File: src/vec_defines.svh
`ifndef VEC_DEFINES_SVH
`define VEC_DEFINES_SVH

// ==========================================================
// Timing
// ==========================================================
`define VEC_CLK_NS 10
`define VEC_MS_CYC (1000000 / `VEC_CLK_NS)
`define VEC_TICK_W 17
`define VEC_MANUAL_HOLD_MS 3000
`define VEC_SETTLE_MS 50
`define VEC_CONFIRM_MS 500
`define VEC_FLASH_HALF_MS 250

// ==========================================================
// Parameter levels and fixed values
// ==========================================================
`define VEC_LEVELS 9
`define VEC_LVL_MAX 4'h8
`define VEC_OUT_HYST 10'h00A
`define VEC_SHRINK_GAP 10'h019
`define VEC_CTRL_RST 4'h4
`define VEC_OUTL_RST 4'h2
`define VEC_BLOW_RST 4'h0

`endif

File: src/vec_pkg.sv
package vec_pkg;
	typedef enum logic [1:0] {VEC_SEL_NONE, VEC_SEL_CTRL, VEC_SEL_OUTL,
		VEC_SEL_BLOW} vec_sel_t;
	typedef enum logic [1:0] {VEC_MODE_AUTO, VEC_MODE_MAN} vec_mode_t;
endpackage
File: src/vec_ejector_ctrl.sv
`timescale 1ns/100ps
`include "vec_defines.svh"

// What this block does
// - Normally-open variant: nozzle off while suction command high, else on.
// - Normally-closed variant: nozzle on while suction command high.
// - Suction pauses once vacuum reaches control limit.
// - Paused suction resumes below control limit minus control hysteresis.
// - Part-present output set when vacuum exceeds output limit.
// - External blow-off: valve follows blow input exactly.
// - Timed blow-off: valve opens set time on leaving suction.
// - Nonzero blow time selects timed, zero selects external blow-off.
// - Start in automatic mode after reset.
// - Down and up held over three seconds enters manual mode.
// - Manual mode: keys command, both limit indicators flash.
// - Manual: up starts suction, next down or up stops it.
// - Manual: blow only while down held, indicators steady.
// - Menu press or input change leaves manual mode.
// - Output hysteresis fixed at ten millibar.
// - Control hysteresis is one fifth of control limit.
// - Output limit too high shrinks hysteresis, threshold 25 mbar above.
// - Reject settings where control limit not above output limit.
// - Menu presses select control, output, blow time; up/down step.
// - Leaving adjustment applies value and flashes confirmation.
// - Menu plus down in automatic mode outside menu toggles keypad lock.
// - Outputs may be undefined about 50 ms after a change.
module vec_ejector_ctrl
	import vec_pkg::*;
(
	// Clock and reset
	input wire logic core_clk_i,
	input wire logic rst_n_i,
	// Variant strap
	input wire logic nc_variant_i,
	// Machine controller
	input wire logic suction_cmd_i,
	input wire logic blow_cmd_i,
	// Sensor, mbar
	input wire logic [9:0] vacuum_i,
	// Keypad, level while pressed
	input wire logic key_menu_i,
	input wire logic key_up_i,
	input wire logic key_down_i,
	// Actuators
	output logic nozzle_on_o,
	output logic blow_valve_o,
	output logic part_present_o,
	// Indicators
	output logic led_ctrl_o,
	output logic led_outl_o,
	output logic [3:0] shown_level_o,
	output logic manual_o,
	output logic locked_o,
	output logic settling_o
);
	// ==========================================================
	// State
	// ==========================================================
	vec_mode_t mode_reg, mode_next;
	vec_sel_t sel_reg, sel_next;
	logic [3:0] ctrl_lvl_reg, ctrl_lvl_next;
	logic [3:0] outl_lvl_reg, outl_lvl_next;
	logic [3:0] blow_lvl_reg, blow_lvl_next;
	logic [3:0] edit_reg, edit_next;
	logic [2:0] keys_reg;
	logic [1:0] ext_reg;
	logic paused_reg, paused_next;
	logic part_reg, part_next;
	logic man_suck_reg, man_suck_next;
	logic suck_reg;
	logic locked_next;
	logic [11:0] hold_reg, hold_next;
	logic [9:0] conf_reg, conf_next;
	logic [8:0] flash_reg, flash_next;
	logic blink_reg, blink_next;
	logic [5:0] settle_reg, settle_next;

	logic [9:0] ctrl_mbar, outl_mbar;
	logic ctrl_off;
	logic [10:0] blow_ms;
	logic tick, blow_busy, blow_load;

	vec_level_table u_table
	(
		.core_clk_i(core_clk_i),
		.rst_n_i(rst_n_i),
		.ctrl_lvl_i(ctrl_lvl_reg),
		.outl_lvl_i(outl_lvl_reg),
		.blow_lvl_i(blow_lvl_reg),
		.ctrl_mbar_o(ctrl_mbar),
		.ctrl_off_o(ctrl_off),
		.outl_mbar_o(outl_mbar),
		.blow_ms_o(blow_ms)
	);

	vec_ms_timer u_blow_timer
	(
		.core_clk_i(core_clk_i),
		.rst_n_i(rst_n_i),
		.load_i(blow_load),
		.load_ms_i({1'b0, blow_ms}),
		.tick_o(tick),
		.busy_o(blow_busy)
	);

	// ==========================================================
	// Key edges
	// ==========================================================
	logic p_menu, p_up, p_down, menu_down, both_ud, ext_chg;
	assign p_menu = key_menu_i && !keys_reg[2];
	assign p_up = key_up_i && !keys_reg[1];
	assign p_down = key_down_i && !keys_reg[0];
	assign menu_down = key_menu_i && key_down_i && (p_menu || p_down);
	assign both_ud = key_up_i && key_down_i;
	assign ext_chg = (ext_reg != {suction_cmd_i, blow_cmd_i});

	// ==========================================================
	// Thresholds
	// ==========================================================
	logic [9:0] hyst, on_thr, out_low;
	logic suck_cmd;
	always_comb
	begin
		hyst = ctrl_mbar / 10'h005;
		on_thr = ctrl_mbar - hyst;
		if (outl_mbar > on_thr && !ctrl_off)
			on_thr = outl_mbar + `VEC_SHRINK_GAP;
		out_low = (outl_mbar > `VEC_OUT_HYST) ?
			outl_mbar - `VEC_OUT_HYST : 10'h000;
		if (mode_reg == VEC_MODE_MAN)
			suck_cmd = man_suck_reg;
		else
			suck_cmd = nc_variant_i ? suction_cmd_i : !suction_cmd_i;
	end

	// ==========================================================
	// Control and menu
	// ==========================================================
	always_comb
	begin
		mode_next = mode_reg;
		sel_next = sel_reg;
		ctrl_lvl_next = ctrl_lvl_reg;
		outl_lvl_next = outl_lvl_reg;
		blow_lvl_next = blow_lvl_reg;
		edit_next = edit_reg;
		man_suck_next = man_suck_reg;
		locked_next = locked_o;
		hold_next = both_ud ? hold_reg : 12'h000;
		conf_next = conf_reg;
		settle_next = settle_reg;
		flash_next = flash_reg;
		blink_next = blink_reg;
		paused_next = paused_reg;
		part_next = part_reg;
		if (tick)
		begin
			if (both_ud && hold_reg != 12'hFFF)
				hold_next = hold_reg + 1'b1;
			if (conf_reg != 10'h000)
				conf_next = conf_reg - 1'b1;
			if (settle_reg != 6'h00)
				settle_next = settle_reg - 1'b1;
			if (flash_reg == 9'(`VEC_FLASH_HALF_MS - 1))
			begin
				flash_next = 9'h000;
				blink_next = !blink_reg;
			end
			else
				flash_next = flash_reg + 1'b1;
		end
		if (!suck_cmd || ctrl_off)
			paused_next = 1'b0;
		else if (vacuum_i >= ctrl_mbar)
			paused_next = 1'b1;
		else if (vacuum_i < on_thr)
			paused_next = 1'b0;
		if (vacuum_i > outl_mbar)
			part_next = 1'b1;
		else if (vacuum_i < out_low)
			part_next = 1'b0;
		if (menu_down && sel_reg == VEC_SEL_NONE &&
			mode_reg == VEC_MODE_AUTO)
			locked_next = !locked_o;
		else if (!locked_o)
		begin
			if (mode_reg == VEC_MODE_MAN)
			begin
				if (p_menu || ext_chg)
				begin
					mode_next = VEC_MODE_AUTO;
					man_suck_next = 1'b0;
				end
				else if (man_suck_reg && (p_up || p_down))
					man_suck_next = 1'b0;
				else if (p_up && !key_down_i)
					man_suck_next = 1'b1;
			end
			else if (both_ud && hold_reg >= 12'(`VEC_MANUAL_HOLD_MS))
			begin
				mode_next = VEC_MODE_MAN;
				sel_next = VEC_SEL_NONE;
			end
			else if (p_menu && !key_down_i)
			begin
				case (sel_reg)
					VEC_SEL_NONE:
					begin
						sel_next = VEC_SEL_CTRL;
						edit_next = ctrl_lvl_reg;
					end
					VEC_SEL_CTRL:
					begin
						sel_next = VEC_SEL_OUTL;
						// no control step below 200 mbar
						if ((edit_reg == `VEC_LVL_MAX ||
							edit_reg > outl_lvl_reg) &&
							edit_reg >= 4'h2)
							ctrl_lvl_next = edit_reg;
						edit_next = outl_lvl_reg;
					end
					VEC_SEL_OUTL:
					begin
						sel_next = VEC_SEL_BLOW;
						// output steps 100 to 750 only
						if ((ctrl_lvl_reg == `VEC_LVL_MAX ||
							ctrl_lvl_reg > edit_reg) &&
							edit_reg != 4'h0 &&
							edit_reg != `VEC_LVL_MAX)
							outl_lvl_next = edit_reg;
						edit_next = blow_lvl_reg;
					end
					default:
					begin
						sel_next = VEC_SEL_NONE;
						blow_lvl_next = edit_reg;
					end
				endcase
				if (sel_reg != VEC_SEL_NONE)
				begin
					conf_next = 10'(`VEC_CONFIRM_MS);
					settle_next = 6'(`VEC_SETTLE_MS);
				end
			end
			else if (sel_reg != VEC_SEL_NONE && !both_ud)
			begin
				if (p_up && edit_reg < `VEC_LVL_MAX)
					edit_next = edit_reg + 1'b1;
				else if (p_down && edit_reg != 4'h0)
					edit_next = edit_reg - 1'b1;
			end
		end
	end

	// ==========================================================
	// Output drive
	// ==========================================================
	logic nozzle_nx, blow_nx, lc_nx, lo_nx;
	logic [3:0] lvl_nx;
	always_comb
	begin
		nozzle_nx = suck_cmd && !paused_reg;
		blow_load = suck_reg && !suck_cmd && blow_ms != 11'h000;
		if (mode_reg == VEC_MODE_MAN)
			blow_nx = key_down_i && !man_suck_reg;
		else if (blow_ms == 11'h000)
			blow_nx = blow_cmd_i;
		else
			blow_nx = blow_busy || blow_load;
		if (blow_nx)
			nozzle_nx = 1'b0;
		lc_nx = !ctrl_off && vacuum_i >= on_thr;
		lo_nx = part_next;
		lvl_nx = 4'h0;
		if (mode_reg == VEC_MODE_MAN)
		begin
			lc_nx = blow_nx || blink_reg;
			lo_nx = blow_nx || blink_reg;
		end
		else if (sel_reg == VEC_SEL_CTRL)
			lc_nx = blink_reg;
		else if (sel_reg == VEC_SEL_OUTL)
			lo_nx = blink_reg;
		if (sel_reg != VEC_SEL_NONE)
			lvl_nx = edit_reg;
		else if (conf_reg != 10'h000)
			lvl_nx = blink_reg ? 4'hF : 4'h0;
	end

	always_ff @(posedge core_clk_i)
	begin
		if (!rst_n_i)
		begin
			mode_reg <= VEC_MODE_AUTO;
			sel_reg <= VEC_SEL_NONE;
			ctrl_lvl_reg <= `VEC_CTRL_RST;
			outl_lvl_reg <= `VEC_OUTL_RST;
			blow_lvl_reg <= `VEC_BLOW_RST;
			edit_reg <= 4'h0;
			keys_reg <= 3'h7;
			ext_reg <= 2'h0;
			paused_reg <= 1'b0;
			part_reg <= 1'b0;
			man_suck_reg <= 1'b0;
			suck_reg <= 1'b0;
			hold_reg <= 12'h000;
			conf_reg <= 10'h000;
			flash_reg <= 9'h000;
			blink_reg <= 1'b0;
			settle_reg <= 6'h00;
			nozzle_on_o <= 1'b0;
			blow_valve_o <= 1'b0;
			part_present_o <= 1'b0;
			led_ctrl_o <= 1'b0;
			led_outl_o <= 1'b0;
			shown_level_o <= 4'h0;
			manual_o <= 1'b0;
			locked_o <= 1'b0;
			settling_o <= 1'b0;
		end
		else
		begin
			mode_reg <= mode_next;
			sel_reg <= sel_next;
			ctrl_lvl_reg <= ctrl_lvl_next;
			outl_lvl_reg <= outl_lvl_next;
			blow_lvl_reg <= blow_lvl_next;
			edit_reg <= edit_next;
			keys_reg <= {key_menu_i, key_up_i, key_down_i};
			ext_reg <= {suction_cmd_i, blow_cmd_i};
			paused_reg <= paused_next;
			part_reg <= part_next;
			man_suck_reg <= man_suck_next;
			suck_reg <= suck_cmd;
			hold_reg <= hold_next;
			conf_reg <= conf_next;
			flash_reg <= flash_next;
			blink_reg <= blink_next;
			settle_reg <= settle_next;
			nozzle_on_o <= nozzle_nx;
			blow_valve_o <= blow_nx;
			part_present_o <= part_next;
			led_ctrl_o <= lc_nx;
			led_outl_o <= lo_nx;
			shown_level_o <= lvl_nx;
			manual_o <= (mode_next == VEC_MODE_MAN);
			locked_o <= locked_next;
			settling_o <= (settle_next != 6'h00);
		end
	end
endmodule

File: src/vec_level_table.sv
`timescale 1ns/100ps
`include "vec_defines.svh"

// ==========================================================
// Level to value lookup, registered outputs
// ==========================================================
module vec_level_table
(
	// Clock and reset
	input wire logic core_clk_i,
	input wire logic rst_n_i,
	// Level selects
	input wire logic [3:0] ctrl_lvl_i,
	input wire logic [3:0] outl_lvl_i,
	input wire logic [3:0] blow_lvl_i,
	// Values
	output logic [9:0] ctrl_mbar_o,
	output logic ctrl_off_o,
	output logic [9:0] outl_mbar_o,
	output logic [10:0] blow_ms_o
);
	logic [9:0] ctrl_next;
	logic off_next;
	logic [9:0] outl_next;
	logic [10:0] blow_next;

	function automatic logic [9:0] vac(input logic [3:0] l);
		case (l)
			4'h1: vac = 10'h064;
			4'h2: vac = 10'h0C8;
			4'h3: vac = 10'h12C;
			4'h4: vac = 10'h190;
			4'h5: vac = 10'h226;
			4'h6: vac = 10'h28A;
			4'h7: vac = 10'h2EE;
			default: vac = 10'h000;
		endcase
	endfunction

	always_comb
	begin
		ctrl_next = vac(ctrl_lvl_i);
		off_next = (ctrl_lvl_i >= `VEC_LVL_MAX);
		outl_next = vac(outl_lvl_i);
		case (blow_lvl_i)
			4'h1: blow_next = 11'h014;
			4'h2: blow_next = 11'h032;
			4'h3: blow_next = 11'h064;
			4'h4: blow_next = 11'h0FA;
			4'h5: blow_next = 11'h1F4;
			4'h6: blow_next = 11'h2EE;
			4'h7: blow_next = 11'h3E8;
			4'h8: blow_next = 11'h5DC;
			default: blow_next = 11'h000;
		endcase
	end

	always_ff @(posedge core_clk_i)
	begin
		if (!rst_n_i)
		begin
			ctrl_mbar_o <= 10'h000;
			ctrl_off_o <= 1'b1;
			outl_mbar_o <= 10'h000;
			blow_ms_o <= 11'h000;
		end
		else
		begin
			ctrl_mbar_o <= ctrl_next;
			ctrl_off_o <= off_next;
			outl_mbar_o <= outl_next;
			blow_ms_o <= blow_next;
		end
	end
endmodule

File: src/vec_ms_timer.sv
`timescale 1ns/100ps
`include "vec_defines.svh"

// ==========================================================
// Millisecond tick and down counter
// ==========================================================
module vec_ms_timer
(
	// Clock and reset
	input wire logic core_clk_i,
	input wire logic rst_n_i,
	// Control
	input wire logic load_i,
	input wire logic [11:0] load_ms_i,
	// Status
	output logic tick_o,
	output logic busy_o
);
	logic [`VEC_TICK_W-1:0] div_reg, div_next;
	logic [11:0] cnt_reg, cnt_next;
	logic tick_next;

	always_comb
	begin
		tick_next = (div_reg == `VEC_TICK_W'(`VEC_MS_CYC - 1));
		div_next = tick_next ? '0 : div_reg + 1'b1;
		cnt_next = cnt_reg;
		if (load_i)
			cnt_next = load_ms_i;
		else if (tick_next && cnt_reg != 12'h000)
			cnt_next = cnt_reg - 1'b1;
	end

	always_ff @(posedge core_clk_i)
	begin
		if (!rst_n_i)
		begin
			div_reg <= '0;
			cnt_reg <= 12'h000;
			tick_o <= 1'b0;
		end
		else
		begin
			div_reg <= div_next;
			cnt_reg <= cnt_next;
			tick_o <= tick_next;
		end
	end

	assign busy_o = (cnt_reg != 12'h000);
endmodule

File: config.mk
export PLATFORM = sky130hd
export DESIGN_NAME = vec_ejector_ctrl
export DESIGN_NICKNAME = d
export VERILOG_FILES = /design/src/vec_pkg.sv /design/src/vec_ejector_ctrl.sv /design/src/vec_level_table.sv /design/src/vec_ms_timer.sv
export VERILOG_INCLUDE_DIRS = /design/src
export SDC_FILE = /design/constraint.sdc
export NUM_CORES = 1
export LEC_CHECK = 0
export ABC_AREA = 0
export BUFFER_PORTS_ARGS = -buffer_cell sky130_fd_sc_hd__buf_4
export CAP_MARGIN = 0
export CORE_MARGIN = 1.5
export CORE_UTILIZATION = 59
export CTS_BUF_LIST = sky130_fd_sc_hd__clkbuf_8
export DETAILED_ROUTE_END_ITERATION = 10
export HOLD_SLACK_MARGIN = 0.06
export PLACE_DENSITY = 0.79
export SLEW_MARGIN = 20
export SYNTH_ARGS = -nofsm -noshare
export SYNTH_HDL_FRONTEND = slang
export SYNTH_SLANG_ARGS = --single-unit
File: constraint.sdc
create_clock -name core_clk_i -period 6.7 [get_ports core_clk_i]
set_input_delay 0.67 -clock core_clk_i [delete_from_list [all_inputs] [get_ports core_clk_i]]
set_output_delay 0.67 -clock core_clk_i [all_outputs]
set_load 0.01 [all_outputs]
==> reports/qor.yml <==
syn_area_um2: 8970
finClkSkew_ps: 7.36
cts.htree.levels: 4
synth-compound-area-share_pct: 19.6
rsz0062_at_grt: "yes"
synth_ff_type: "dfxtp_1"
finish.instance_area_um2: 10700
syn_nets: 1191
cts_max_path_buffers: 2
synth_warnings: 0
yosys.area_share.simple_pct: 22.9
floorplan.die_area_um2: 16000
drive_gt1_share_pct: 20.0
tritoncts: "built"
stdcell_count: 1397
synth.avg_cell_area_um2: 8.26
worst_ep_arrival_time_ps: 7560
setup-tns-final_ps: -881
switching_share_pct: 27.2
port_buffers: 29
crit_slowest_cell: "or4_1"
p_clk_share_pct: 33.0
clock.fmax_ghz: 0.139
nNetsFinal: 1305
row_count: 44
violations: "negative setup slack"
grt.total_usage_pct: 27.7
cpPeakStageDelay_ps: 400
largest_register_ffs: 17
start_util_pct: 61.1
cts_hold_buf: 0
grt_max_degree: 54
ir_drop_v: 0.000145
fin_ws_ps: -495
synthTopCellsByArea: "dfxtp_1 30%, ha_1 12%, nor2_1 5.3%"
yosysTopAreaCell: "dfxtp_1"
cts_sinks: 133
leakagePower_nw: 4.47
grt_antenna_before_repair: 0
place_area_um2: 9960
crit_family: "compound AO/OA/AOI/OAI gates"
antenna_left: 0
final_hold_viol_count: 0
overflow: 0
required_ps: 7060
worstSetupStartpointType: "register"
antennaDiodeCount: 0
synthAdderAreaFrac_pct: 12.3
async_reset_ff_share_pct: 0
switchingPower_mw: 0.471
wirelength_um: 22000
synth_top_family_by_area: "simple AND/OR/NAND/NOR gates"
setup_viol: 2
path_max_fanout: 11
post-route-drc-count: 0
synth-xor-area-share_pct: 7.70
io_pins: 30
end_kind: "register"
hp-start: "key_menu_i"
slew_headroom_pct: 53.7
firstDrtPassIters: 7
hold-worst-slack_ps: 434
synthCells: 1087
insertion_delay_ps: 440
wl_per_cell_um: 15.7
maxCapViolations: 0
startpoint: "u_table.ctrl_mbar_o[7]"
ys_seq_area_share_pct: 29.7
area_delta_synth_final_pct: 18.8
fillCellCount: 1139
place_hpwl_um: 15500
yosysTopAreaCellShare_pct: 29.7
die_width_um: 126
dieHeight_um: 126
synth-edff-count: 0
drt_iter0_drc: 646
p_comb_share_pct: 20.2
critPathBufInv: 4
via_per_inst: 5.95
fin_crit_ps: 7200
power.density_nw_per_um2: 163
grt_pass1_vias: 7813
post-route-period-util_pct: 107
cts_buffers: 17
yosys.cell_types.count: 89
crit_top_cell: "a21o_1"
status: "finished with violations"
core_area_um2: 14700
dpl.cell_count: 1344
synth_mux_area_share_pct: 2.68
worst_pin_slew_ps: 688
p_seq_share_pct: 46.9
timing.rr.start: "u_table.ctrl_mbar_o[7]"
clock_tree.root_cell: "clkbuf_8"
place.gp.congestion: 0.890
clk_pin_slew_ps: 70
slew_violations: 0
grt_pass1_wl_um: 36200
vias: 8307
p_int_mw: 1.26
hold_class: "in -> reg"
synth-seq-cells: 133
critPathKind: "reg -> reg"
place_ws_ps: -559
-- power by group through the flow --
stage / sequential, mW / clock [mW] / combinational, mW
after CTS: 0.812 / 0.587 / 0.337
final: 0.812 / 0.571 / 0.349
after floorplan: 0.827 / 0 / 0.195
after global routing: 0.813 / 0.616 / 0.380
after detailed placement: 0.830 / 0 / 0.305
after global placement: 0.829 / 0 / 0.298
-- stage by stage --
stage	util [%]	power, mW
global placement	67.7	1.13
finish	72.5	1.73
global route	72.5	1.81
CTS	72.2	1.74
detailed placement	67.7	1.13
floorplan	-	1.02
-- layout make-up --
type | instances | area (um^2) | share of cell area (%)
Timing Repair Buffer | 144 | 1140 | 10.7
Sequential cell | 133 | 2680 | 25.1
Clock inverter | 14 | 97.6 | 0.916
Tap cell | 184 | 230 | 2.16
Multi-Input combinational cell | 847 | 6060 | 56.9
Inverter | 58 | 218 | 2.04
Clock buffer | 17 | 234 | 2.20
-- path summary, 6_finish.rpt --
kind / endpoint / slack (ps) / depth (start not counted)
worst max-delay path: led_ctrl_o / -500 / 38
worst min-delay path: keys_reg[2] / 430 / 2
worst max register to register: led_ctrl_o / -500 / 38
worst min register to register: paused_reg / 450 / 1
-- synthesized netlist by cell type (6+ instances only) --
master,n
a31oi_1,11
and3_1,8
a21oi_1,73
and2_1,6
a211o_1,6
nor2b_1,16
inv_1,54
dfxtp_1,133
nand4_1,17
buf_2,8
nand2_1,79
clkbuf_1,27
xnor2_1,47
ha_1,84
nor2_1,127
nor4_1,10
o211ai_1,9
o21ai_0,37
a211oi_1,22
a22oi_1,12
xor2_1,30
mux2i_1,12
nand2b_1,32
or3_1,16
nor3_1,28
o21a_1,14
nand3_1,25
a21o_1,19
mux2_4,8
-- cell families after synthesis --
group | count (synthesis)
AO/OA/AOI/OAI | 256
XOR/XNOR | 78
multiplexers | 20
flip-flops | 133
AND/OR/NAND/NOR | 406
buffers and inverters | 107
adder cells (fa/ha/maj) | 87
-- worst reg2reg max path: cells and delay by family (launching register included) --
kind,cells,cell delay [ps]
xor gates and xnor gates,1,150
DFF,1,380
AOI/OAI and AO/OA,19,3180
muxes,1,320
and+or+nand+nor,7,1120
buffers and inverters,4,510
adders and majority gates,6,1480
-- layer usage --
metal / vias to the layer above / GRT usage, % / routed length (um)
met5: - / 0 / 0
met4: 0 / 11.1 / 635
met3: 67 / 3.46 / 917
met2: 227 / 48.1 / 10700
met1: 3885 / 35.2 / 9790
li1: 4128 / - / -
-- layout by cell type (no fill, tap or decap), drive strengths merged, types with 19 or more instances in the layout --
cell type	count
nand2b	32
dfxtp	133
nand2	79
a211oi	25
nor3	28
nand3	25
a21oi	73
nor2	128
ha	84
xnor2	48
inv	57
buf	144
xor2	30
o21ai	37
a21o	19
-- what timing repair did --
item,in CTS,in global routing
setup buffers,20,1
resized for setup,30,7
endpoints found under the hold margin,0,0
setup endpoints to repair,2,2
pin swaps,23,4
gates cloned,1,0
Note: power is estimated with default switching activity, not from simulation.
